## config.mk

```make
export PLATFORM = sky130hd
export DESIGN_NAME = adc_port_device_flat
export DESIGN_NICKNAME = d
export VERILOG_FILES = /design/src/adc_port_pkg.sv /design/src/adc_link_if.sv /design/src/adc_port_device.sv /design/src/flat_wrapper.sv
export SDC_FILE = /design/constraint.sdc
export NUM_CORES = 1
export LEC_CHECK = 0
export BUFFER_PORTS_ARGS = -buffer_cell sky130_fd_sc_hd__buf_2
export CAP_MARGIN = 10
export CORE_MARGIN = 1.5
export CORE_UTILIZATION = 40
export DETAILED_ROUTE_END_ITERATION = 10
export PLACE_DENSITY = 0.59
export SLEW_MARGIN = 30
export SYNTH_ARGS = -nofsm -noshare
export SYNTH_HDL_FRONTEND = slang
export SYNTH_SLANG_ARGS = --single-unit
```

## constraint.sdc

```tcl
create_clock -name clk_i -period 6.3 [get_ports clk_i]
set_clock_uncertainty 0.05 [all_clocks]
set_input_delay 0.315 -clock clk_i [delete_from_list [all_inputs] [get_ports clk_i]]
set_output_delay 0.315 -clock clk_i [all_outputs]
set_load 0.005 [all_outputs]
```

## src/adc_port_pkg.sv

```systemverilog
package adc_port_pkg;
    // ------------------------------------------------------------
    // Command byte fields
    // ------------------------------------------------------------
    localparam int CMD_START_BIT = 7;
    localparam int CMD_MODE_BIT  = 6;
    localparam int CMD_CAL_HI    = 5;
    localparam int CMD_CAL_LO    = 4;
    localparam int CMD_PD_BIT    = 3;
    localparam int CMD_RATE_MSB  = 2;
    localparam int CMD_SEL_MSB   = 4;
    localparam int CMD_SEL_LSB   = 1;
    localparam int CMD_READ_BIT  = 0;
    localparam logic [1:0] CAL_NONE   = 2'h0;
    localparam logic [1:0] CAL_SELF   = 2'h1;
    localparam logic [1:0] CAL_OFFSET = 2'h2;
    localparam logic [1:0] CAL_GAIN   = 2'h3;
    // ------------------------------------------------------------
    // Register selector codes and widths
    // ------------------------------------------------------------
    localparam logic [3:0] REG_STATUS      = 4'h0;
    localparam logic [3:0] REG_CONTROL_REG_ONE       = 4'h1;
    localparam logic [3:0] REG_GPIO        = 4'h2;
    localparam logic [3:0] REG_CONTROL_REG_THREE       = 4'h3;
    localparam logic [3:0] REG_RESULT      = 4'h4;
    localparam logic [3:0] REG_SYS_OFFSET  = 4'h5;
    localparam logic [3:0] REG_SYS_GAIN    = 4'h6;
    localparam logic [3:0] REG_SELF_OFFSET = 4'h7;
    localparam logic [3:0] REG_SELF_GAIN   = 4'h8;
    localparam int         WIDE_BITS       = 24;
    localparam int         NARROW_BITS     = 8;
    // ------------------------------------------------------------
    // Reset values and control fields
    // ------------------------------------------------------------
    localparam logic [7:0]  CONTROL_REG_ONE_RESET     = 8'h02;
    localparam logic [7:0]  GPIO_RESET      = 8'h0f;
    localparam logic [7:0]  CONTROL_REG_THREE_RESET     = 8'h1e;
    localparam logic [23:0] WIDE_RESET      = 24'h000000;
    localparam int          CONTROL_REG_ONE_FORMAT    = 2;
    localparam int          CONTROL_REG_THREE_GAIN_MSB  = 7;
    localparam int          CONTROL_REG_THREE_GAIN_LSB  = 5;
    localparam logic [2:0]  GAIN_MAX_SHIFT  = 3'h4;
    // ------------------------------------------------------------
    // Host command port and link timing
    // ------------------------------------------------------------
    localparam logic [3:0] HOST_CMD    = 4'h0;
    localparam logic [3:0] HOST_WDATA  = 4'h1;
    localparam logic [3:0] HOST_RDATA  = 4'h2;
    localparam logic [3:0] HOST_STATUS = 4'h3;
    localparam int CLK_NS       = 20;
    localparam int LINK_HALF_NS = 160;
    localparam int LINK_HALF_CYC = (LINK_HALF_NS + CLK_NS - 1) / CLK_NS;
endpackage : adc_port_pkg

```

## src/adc_link_if.sv

```systemverilog
`timescale 1ns/10ps
`default_nettype none
interface adc_link_if;
    logic sclk;
    logic cs_b;
    logic din;
    logic dout;
    logic dout_oe;
    logic dout_line;
    // Undriven line reads as pulled high
    assign dout_line = dout_oe ? dout : 1'b1;
    modport device (input sclk, input cs_b, input din, output dout, output dout_oe);
    modport host (output sclk, output cs_b, output din, input dout_line);
endinterface : adc_link_if
`default_nettype wire

```

## src/adc_port_device.sv

```systemverilog
// Strobed register access and the address map were chosen for this implementation.
`timescale 1ns/10ps
`default_nettype none
module adc_port_device
    import adc_port_pkg::*;
(
    // Clock and reset
    input  wire logic        clk_i,
    input  wire logic        rst_b_i,
    // Serial link
    adc_link_if.device       link,
    // Converter core
    input  wire logic        mod_busy_i,
    input  wire logic        conv_done_i,
    input  wire logic [31:0] mod_word_i,
    input  wire logic        over_range_i,
    input  wire logic        under_range_i,
    input  wire logic        cal_done_i,
    input  wire logic        cal_overflow_i,
    input  wire logic [23:0] cal_offset_i,
    input  wire logic [23:0] cal_gain_i,
    output logic             conv_start_o,
    output logic [2:0]       conv_rate_o,
    output logic             cal_start_o,
    output logic [1:0]       cal_kind_o,
    output logic             powerdown_o,
    output logic [7:0]       control_reg_one_o,
    output logic [7:0]       control_reg_three_o,
    // GPIO pins
    input  wire logic [3:0]  gpio_pin_i,
    output logic [3:0]       gpio_dir_o,
    output logic [3:0]       gpio_level_o
);
    typedef enum logic [2:0] {
        ST_CMD = 3'b001,
        ST_RD  = 3'b010,
        ST_WR  = 3'b100
    } link_state_e;

    // ------------------------------------------------------------
    // Synchronisers
    // ------------------------------------------------------------
    logic [2:0] sclk_s_r;
    logic [1:0] cs_s_r;
    logic [1:0] din_s_r;
    logic [3:0] gpio_s1_r;
    logic [3:0] gpio_s2_r;
    always_ff @(posedge clk_i or negedge rst_b_i) begin
        if (!rst_b_i) begin
            sclk_s_r  <= 3'h0;
            cs_s_r    <= 2'h3;
            din_s_r   <= 2'h0;
            gpio_s1_r <= 4'h0;
            gpio_s2_r <= 4'h0;
        end else begin
            sclk_s_r  <= {sclk_s_r[1:0], link.sclk};
            cs_s_r    <= {cs_s_r[0], link.cs_b};
            din_s_r   <= {din_s_r[0], link.din};
            gpio_s1_r <= gpio_pin_i;
            gpio_s2_r <= gpio_s1_r;
        end
    end

    logic sel;
    logic rise;
    logic fall;
    logic din_b;
    assign sel   = !cs_s_r[1];
    assign rise  = sel && sclk_s_r[1] && !sclk_s_r[2];
    assign fall  = sel && !sclk_s_r[1] && sclk_s_r[2];
    assign din_b = din_s_r[1];

    // ------------------------------------------------------------
    // Register storage
    // ------------------------------------------------------------
    link_state_e st_r;
    logic [4:0]  cnt_r;
    logic [23:0] sh_in_r;
    logic [23:0] sh_out_r;
    logic [3:0]  sel_r;
    logic [7:0]  gpio_r;
    logic [23:0] result_r;
    logic [23:0] coef_r [4];
    logic        calib_gain_overflow_r;
    logic        over_r;
    logic        under_r;
    logic        busy_r;
    logic        rdy_r;

    logic [7:0]  cmd_byte;
    logic        cmd_fire;
    logic        rd_start;
    logic        wr_fire;
    logic [23:0] wr_val;
    logic [4:0]  last_bit;
    logic [23:0] rd_val;
    logic [4:0]  cmd_width;
    logic [1:0]  cal_bits;

    assign cmd_byte = {sh_in_r[6:0], din_b};
    assign cmd_fire = rise && (st_r == ST_CMD) && (cnt_r == 5'd7);
    assign rd_start = cmd_fire && cmd_byte[CMD_MODE_BIT] && cmd_byte[CMD_READ_BIT];
    assign wr_fire  = rise && (st_r == ST_WR) && (cnt_r == last_bit);
    assign wr_val   = {sh_in_r[22:0], din_b};
    assign cal_bits = cmd_byte[CMD_CAL_HI:CMD_CAL_LO];

    function automatic logic [4:0] width_of(input logic [3:0] s);
        return (s >= REG_RESULT && s <= REG_SELF_GAIN) ? 5'(WIDE_BITS) : 5'(NARROW_BITS);
    endfunction : width_of

    assign cmd_width = width_of(cmd_byte[CMD_SEL_MSB:CMD_SEL_LSB]);
    assign last_bit  = width_of(sel_r) - 5'd1;

    always_comb begin
        rd_val = 24'h000000;
        unique case (cmd_byte[CMD_SEL_MSB:CMD_SEL_LSB])
            REG_STATUS:      rd_val[7:0] = {calib_gain_overflow_r, conv_rate_o, over_r, under_r, busy_r, rdy_r};
            REG_CONTROL_REG_ONE:       rd_val[7:0] = control_reg_one_o;
            // Input pins show their live level
            REG_GPIO:        rd_val[7:0] = {gpio_r[7:4], (gpio_r[7:4] & gpio_r[3:0])
                                            | (~gpio_r[7:4] & gpio_s2_r)};
            REG_CONTROL_REG_THREE:       rd_val[7:0] = control_reg_three_o;
            REG_RESULT:      rd_val = result_r;
            REG_SYS_OFFSET:  rd_val = coef_r[0];
            REG_SYS_GAIN:    rd_val = coef_r[1];
            REG_SELF_OFFSET: rd_val = coef_r[2];
            REG_SELF_GAIN:   rd_val = coef_r[3];
            default:         rd_val = 24'h000000;
        endcase
    end

    // ------------------------------------------------------------
    // Link framing
    // ------------------------------------------------------------
    always_ff @(posedge clk_i or negedge rst_b_i) begin
        if (!rst_b_i) begin
            st_r     <= ST_CMD;
            cnt_r    <= 5'd0;
            sh_in_r  <= 24'h000000;
            sh_out_r <= 24'h000000;
            sel_r    <= 4'h0;
        end else if (!sel) begin
            st_r  <= ST_CMD;
            cnt_r <= 5'd0;
        end else if (rise) begin
            sh_in_r <= {sh_in_r[22:0], din_b};
            cnt_r   <= cnt_r + 5'd1;
            unique case (st_r)
                ST_CMD: begin
                    if (cnt_r == 5'd0 && !din_b) begin
                        cnt_r <= 5'd0;
                    end else if (cnt_r == 5'd7) begin
                        cnt_r <= 5'd0;
                        sel_r <= cmd_byte[CMD_SEL_MSB:CMD_SEL_LSB];
                        if (cmd_byte[CMD_MODE_BIT] && !cmd_byte[CMD_CAL_HI]) begin
                            st_r <= cmd_byte[CMD_READ_BIT] ? ST_RD : ST_WR;
                        end
                        sh_out_r <= rd_val << (5'(WIDE_BITS) - cmd_width);
                    end
                end
                ST_RD, ST_WR: begin
                    if (cnt_r == last_bit) begin
                        st_r  <= ST_CMD;
                        cnt_r <= 5'd0;
                    end
                end
            endcase
        end else if (fall && st_r == ST_RD) begin
            sh_out_r <= {sh_out_r[22:0], 1'b0};
        end
    end

    // ------------------------------------------------------------
    // Serial output
    // ------------------------------------------------------------
    always_ff @(posedge clk_i or negedge rst_b_i) begin
        if (!rst_b_i) begin
            link.dout    <= 1'b1;
            link.dout_oe <= 1'b0;
        end else begin
            link.dout_oe <= sel;
            if (!sel) begin
                link.dout <= 1'b1;
            end else if (st_r == ST_RD) begin
                if (fall) begin
                    link.dout <= sh_out_r[23];
                end
            end else begin
                link.dout <= !rdy_r;
            end
        end
    end

    // ------------------------------------------------------------
    // Commands and control registers
    // ------------------------------------------------------------
    always_ff @(posedge clk_i or negedge rst_b_i) begin
        if (!rst_b_i) begin
            conv_start_o <= 1'b0;
            cal_start_o  <= 1'b0;
            cal_kind_o   <= CAL_NONE;
            conv_rate_o  <= 3'h0;
            powerdown_o  <= 1'b0;
            control_reg_one_o      <= CONTROL_REG_ONE_RESET;
            control_reg_three_o      <= CONTROL_REG_THREE_RESET;
            gpio_r       <= GPIO_RESET;
        end else begin
            conv_start_o <= 1'b0;
            cal_start_o  <= 1'b0;
            if (cmd_fire && !cmd_byte[CMD_MODE_BIT]) begin
                if (cal_bits != CAL_NONE) begin
                    cal_start_o <= 1'b1;
                    cal_kind_o  <= cal_bits;
                    powerdown_o <= 1'b0;
                end else if (cmd_byte[CMD_PD_BIT]) begin
                    powerdown_o <= 1'b1;
                end else begin
                    conv_start_o <= 1'b1;
                    conv_rate_o  <= cmd_byte[CMD_RATE_MSB:0];
                    powerdown_o  <= 1'b0;
                end
            end
            if (wr_fire) begin
                unique case (sel_r)
                    REG_CONTROL_REG_ONE: control_reg_one_o <= wr_val[7:0];
                    REG_GPIO:  gpio_r  <= wr_val[7:0];
                    REG_CONTROL_REG_THREE: control_reg_three_o <= wr_val[7:0];
                    default: ;
                endcase
            end
        end
    end

    assign gpio_dir_o   = gpio_r[7:4];
    assign gpio_level_o = gpio_r[3:0];

    // ------------------------------------------------------------
    // Result, status and coefficients
    // ------------------------------------------------------------
    logic [2:0]  gain_sh;
    logic [31:0] scaled;
    assign gain_sh = (control_reg_three_o[CONTROL_REG_THREE_GAIN_MSB:CONTROL_REG_THREE_GAIN_LSB] > GAIN_MAX_SHIFT)
                   ? GAIN_MAX_SHIFT : control_reg_three_o[CONTROL_REG_THREE_GAIN_MSB:CONTROL_REG_THREE_GAIN_LSB];
    assign scaled  = mod_word_i << gain_sh;

    always_ff @(posedge clk_i or negedge rst_b_i) begin
        if (!rst_b_i) begin
            result_r <= WIDE_RESET;
            over_r   <= 1'b0;
            under_r  <= 1'b0;
            busy_r   <= 1'b0;
            rdy_r    <= 1'b0;
            calib_gain_overflow_r  <= 1'b0;
            for (int i = 0; i < 4; i++) begin
                coef_r[i] <= WIDE_RESET;
            end
        end else begin
            busy_r <= mod_busy_i;
            // Reading the result consumes it; a new one wins
            if (rd_start && cmd_byte[CMD_SEL_MSB:CMD_SEL_LSB] == REG_RESULT) begin
                rdy_r <= 1'b0;
            end
            if (conv_done_i) begin
                result_r <= {scaled[31] ^ control_reg_one_o[CONTROL_REG_ONE_FORMAT], scaled[30:8]};
                over_r   <= over_range_i;
                under_r  <= under_range_i;
                rdy_r    <= 1'b1;
            end
            if (cal_done_i) begin
                unique case (cal_kind_o)
                    CAL_SELF: begin
                        coef_r[2] <= cal_offset_i;
                        coef_r[3] <= cal_gain_i;
                    end
                    CAL_OFFSET: coef_r[0] <= cal_offset_i;
                    CAL_GAIN: begin
                        coef_r[1] <= cal_gain_i;
                        calib_gain_overflow_r   <= cal_overflow_i;
                    end
                    default: ;
                endcase
            end
            if (wr_fire && sel_r >= REG_SYS_OFFSET && sel_r <= REG_SELF_GAIN) begin
                coef_r[2'(sel_r - REG_SYS_OFFSET)] <= wr_val;
            end
        end
    end
endmodule : adc_port_device
`default_nettype wire

```

## src/flat_wrapper.sv

```systemverilog
// flat-port wrapper written by rule: the top's interface ports become plain ports
module adc_port_device_flat import adc_port_pkg::*;
  (clk_i, rst_b_i, mod_busy_i, conv_done_i, mod_word_i, over_range_i, under_range_i, cal_done_i, cal_overflow_i, cal_offset_i, cal_gain_i, conv_start_o, conv_rate_o, cal_start_o, cal_kind_o, powerdown_o, control_reg_one_o, control_reg_three_o, gpio_pin_i, gpio_dir_o, gpio_level_o, link_sclk, link_cs_b, link_din, link_dout, link_dout_oe);
  adc_link_if link_i ();
  input  wire logic clk_i;
  input  wire logic rst_b_i;
  input  wire logic mod_busy_i;
  input  wire logic conv_done_i;
  input  wire logic [31:0] mod_word_i;
  input  wire logic over_range_i;
  input  wire logic under_range_i;
  input  wire logic cal_done_i;
  input  wire logic cal_overflow_i;
  input  wire logic [23:0] cal_offset_i;
  input  wire logic [23:0] cal_gain_i;
  output logic conv_start_o;
  output logic [2:0] conv_rate_o;
  output logic cal_start_o;
  output logic [1:0] cal_kind_o;
  output logic powerdown_o;
  output logic [7:0] control_reg_one_o;
  output logic [7:0] control_reg_three_o;
  input  wire logic [3:0] gpio_pin_i;
  output logic [3:0] gpio_dir_o;
  output logic [3:0] gpio_level_o;
  input wire logic [$bits(link_i.sclk)-1:0] link_sclk;
  input wire logic [$bits(link_i.cs_b)-1:0] link_cs_b;
  input wire logic [$bits(link_i.din)-1:0] link_din;
  output wire logic [$bits(link_i.dout)-1:0] link_dout;
  output wire logic [$bits(link_i.dout_oe)-1:0] link_dout_oe;
  assign link_i.sclk = link_sclk;
  assign link_i.cs_b = link_cs_b;
  assign link_i.din = link_din;
  assign link_dout = link_i.dout;
  assign link_dout_oe = link_i.dout_oe;
  adc_port_device u_core (.clk_i(clk_i), .rst_b_i(rst_b_i), .link(link_i), .mod_busy_i(mod_busy_i), .conv_done_i(conv_done_i), .mod_word_i(mod_word_i), .over_range_i(over_range_i), .under_range_i(under_range_i), .cal_done_i(cal_done_i), .cal_overflow_i(cal_overflow_i), .cal_offset_i(cal_offset_i), .cal_gain_i(cal_gain_i), .conv_start_o(conv_start_o), .conv_rate_o(conv_rate_o), .cal_start_o(cal_start_o), .cal_kind_o(cal_kind_o), .powerdown_o(powerdown_o), .control_reg_one_o(control_reg_one_o), .control_reg_three_o(control_reg_three_o), .gpio_pin_i(gpio_pin_i), .gpio_dir_o(gpio_dir_o), .gpio_level_o(gpio_level_o));
endmodule
```

==> impl_results.md <==
- Fin worst setup slack: 3.27 ns
- Outcome: completed
- Post-synthesis cell area: 12000 sq um
- Layout cells sized above 1: 0.230
- Max FO, Critical Path: 46
- Critical Path End Type: flop
- Worst r2r src: u_core.cs_s_r[1]$_DFF_PN1_
- Placed Area: 13000 sq um
- TritonCTS clock tree: built
- Syn Inst Count: 1171
- Seq cells post-synth: 233
- Worst hold path type: in -> reg
- Nets: 1362
- Final HPWL DP: 22.4 mm
- Relative slew slack: 0.347
- Reg2Reg Depth: 5
- Max-Cap Viols: 0
- Register-to-register setup slack: 3.27 ns
- Drt initial violations: 630
- Core area: 29600 sq um
- Post-synth EDFFs: 0
- RSZ-0062 raised after global routing: no
- Vias in the first global route: 9487
- WS Path Type: reg -> reg
- Leakage power: 0.00619 uW
- Worst Path Required: 6.67 ns
- Slowest stage delay, CP: 0.92 ns
- Synth async-reset ratio: 1.00
- Seq/Total Area, Yosys: 0.487
- Max Freq: 0.330 GHz
- Fin crit period: 3.03 ns
- Avg WL per Cell: 20.7 um
- Total wire length: 34.7 mm
- Clock buffer depth: 3
- Avg Vias per Cell: 5.62
- Worst setup path startpoint: u_core.cs_s_r[1]$_DFF_PN1_
- Final RePlAce weighted congestion: 0.848
- VDD IR max: 0.175 mV
- Area growth, synth to finish: 16.6%
- Syn Area/Cell: 10.3 sq um
- Initial antenna violation count: 0
- Post-CTS sizing: 0
- Initial Util: 0.406
- # port buffers: 124
- Final Setup Violations: 0
- Clock sink count: 233
- CP Launch Type: flop
- Reg-to-reg critical path endpoint: u_core.sh_out_r[22]$_DFFE_PN0P_
- End point of the critical path: u_core.sh_out_r[22]$_DFFE_PN0P_
- FILL cells: 2766
- Pwr dens: 257 nW/um^2
- Grt total ovfl: 0
- Die W: 176 um
- Pre-Repair DR Iteration Count: 5
- Rows: 63
- Main synth FF type: dfrtp_1
- GRT Overall Usage: 0.229
- Hold-fix buffers, CTS: 13
- Die area: 31100 sq um
- Largest net degree at the start of global routing: 163
- Critical path's slowest cell: or4_1
- Worst-Skew Late Latency: 0.54 ns
- Period utilization: 0.481
- Slew @ Worst Pin: 0.979 ns
- TritonCTS Buffers: 27
- CTS Root Cell: clkbuf_16
- Clk slew on worst S/H paths: 0.06 ns
- ANT nets after route: 0
- Final-report hold violation count: 0
- Yosys warnings: 0
- WP data arrival: 3.40 ns
- Postcts setup bufs: 0
- First-pass GRT wire length: 55.4 mm
- Vias: 9414
- Netlist cell types: 66
- Place WS: 3.27 ns
- H-tree lvl count: 1
- Crit-path cells: or3b_1 -> buf_4 -> or4_1 -> nand2_2 -> mux2_2
- Top Ports: 129
- Die H: 176 um
- DRC: 0
- Final Slew Violations: 0
- Number of diodes: 0
- Setup TNS: 0 ns
- Syn nets: 1268
- Post-Layout Inst Area: 14000 sq um
## area by class of cell
cell class              instances  area (sq um)  area share
clock buffers                  41           818      0.0585
clock inverters                 9          57.6     0.00411
inverters                       8          30.0     0.00215
multi-input cells             837          5800       0.414
flip-flops and latches        233          5850       0.418
well taps                     390           488      0.0349
repair buffers                158           951      0.0679
## through the flow
stage	std cells	util	total power [uW]	hold slack, ns
after detailed placement	1612	0.438	2080	0.286
after global placement	1612	0.438	2070	0.283
after floorplan	1171	-	1870	-0.0306
after CTS	1675	0.472	3620	0.00980
final	1676	0.473	3590	0.0218
after global routing	1676	0.473	3730	0.0285
## per-layer routing
metal | track usage | vias up | wire length, um
met5 | 0 | - | 0
met4 | 0.0598 | 0 | 696
met3 | 0.0276 | 46 | 1470
met2 | 0.374 | 243 | 16400
met1 | 0.324 | 4735 | 16200
li1 | - | 4390 | -
## state kept, by name, summed over array words and instances, names as in the netlist, 2 cells and up
| name | count |
|---|---|
| u_core.sclk_s_r | 3 |
| u_core.gpio_s2_r | 4 |
| u_core.coef_r | 96 |
| u_core.din_s_r | 2 |
| u_core.gpio_r | 8 |
| u_core.result_r | 24 |
| u_core.conv_rate_o | 3 |
| u_core.control_reg_three_o | 8 |
| u_core.sel_r | 4 |
| u_core.sh_out_r | 24 |
| u_core.control_reg_one_o | 8 |
| u_core.cs_s_r | 2 |
| u_core.sh_in_r | 23 |
| u_core.st_r | 3 |
| u_core.cnt_r | 5 |
| u_core.gpio_s1_r | 4 |
| u_core.cal_kind_o | 2 |
## critical path: cells and delay by family (launching register included)
family                 cells  cell delay, ns
buffers and inverters      1            0.31
DFF                        1            0.44
and+or+nand+nor            3            1.73
muxes                      1            0.37
## cell usage after synthesis (3+ instances only)
| cell type | instances | area [sq um] |
|---|---|---|
| a2111oi_0 | 3 | 26.3 |
| a211o_1 | 3 | 26.3 |
| a21oi_1 | 16 | 80.1 |
| a221o_1 | 9 | 90.1 |
| a221oi_1 | 4 | 35.0 |
| a22oi_1 | 3 | 22.5 |
| a2bb2oi_1 | 4 | 35.0 |
| a31oi_1 | 21 | 131 |
| a32o_1 | 3 | 30.0 |
| and3_1 | 5 | 31.3 |
| buf_1 | 11 | 41.3 |
| buf_2 | 14 | 70.1 |
| clkbuf_1 | 68 | 255 |
| dfrtp_1 | 220 | 5510 |
| dfstp_2 | 13 | 342 |
| inv_1 | 7 | 26.3 |
| mux2_2 | 38 | 428 |
| mux2i_1 | 128 | 1280 |
| mux4_2 | 33 | 743 |
| nand2_1 | 246 | 923 |
| nand2b_1 | 12 | 75.1 |
| nand3_1 | 5 | 25.0 |
| nand3b_1 | 10 | 75.1 |
| nand4_1 | 5 | 31.3 |
| nor2_1 | 54 | 203 |
| nor2b_1 | 5 | 31.3 |
| nor3_1 | 15 | 75.1 |
| nor3b_1 | 3 | 22.5 |
| nor4_1 | 4 | 25.0 |
| o211ai_1 | 4 | 30.0 |
| o21a_1 | 4 | 30.0 |
| o21ai_0 | 135 | 676 |
| o22ai_1 | 6 | 37.5 |
| o32a_1 | 7 | 70.1 |
| o32ai_1 | 3 | 26.3 |
| or3_1 | 3 | 18.8 |
| or3b_2 | 6 | 52.6 |
| xnor2_1 | 3 | 26.3 |
## cells by family after synthesis
| group | share of synthesized area |
|---|---|
| mux | 0.204 |
| flops | 0.487 |
| buf+inv | 0.0330 |
| simple gates | 0.146 |
| compound gates | 0.125 |
| xor+xnor | 0.00219 |
| fa+ha+maj | 0.00208 |
## report_power, final
part	internal, uW	leakage (uW)	switching (uW)
sequential	1530	0.00259	67.8
combinational	174	0.00316	284
clock	896	0.000438	637
total	2600	0.00619	988
## worst min-delay path by stage
stage	endpoint	start	slack [ns]	cells after the start
global placement	u_core.gpio_s2_r[0]$_DFF_PN0_	u_core.gpio_s1_r[0]$_DFF_PN0_	0.28	0
finish	u_core.result_r[7]$_DFFE_PN0P_	mod_word_i[11]	0.02	3
floorplan	u_core.busy_r$_DFF_PN0_	rst_b_i	-0.03	0
detailed placement	u_core.coef_r[58]$_DFF_PN0_	rst_b_i	0.29	1
global route	u_core.result_r[15]$_DFFE_PN0P_	mod_word_i[19]	0.03	3
CTS	u_core.coef_r[84]$_DFF_PN0_	cal_offset_i[12]	0.01	3
## cell usage in the layout (no fill, tap or decap), types with 6 or more instances in the layout
cell / instances
clkbuf_16: 27
dlygate4sd3_1: 13
nand2_1: 246
a31oi_1: 21
inv_1: 7
nand3b_1: 10
dfrtp_1: 218
mux4_2: 33
or3b_2: 6
dfstp_2: 13
buf_2: 123
clkbuf_8: 9
nor3_1: 12
nand2b_1: 12
buf_4: 19
o22ai_1: 6
mux2i_1: 128
nor2_1: 52
mux2_2: 38
clkinv_2: 6
o32a_1: 7
a21oi_1: 16
a221o_1: 9
o21ai_0: 135
Power figures use the tool's default switching activity.
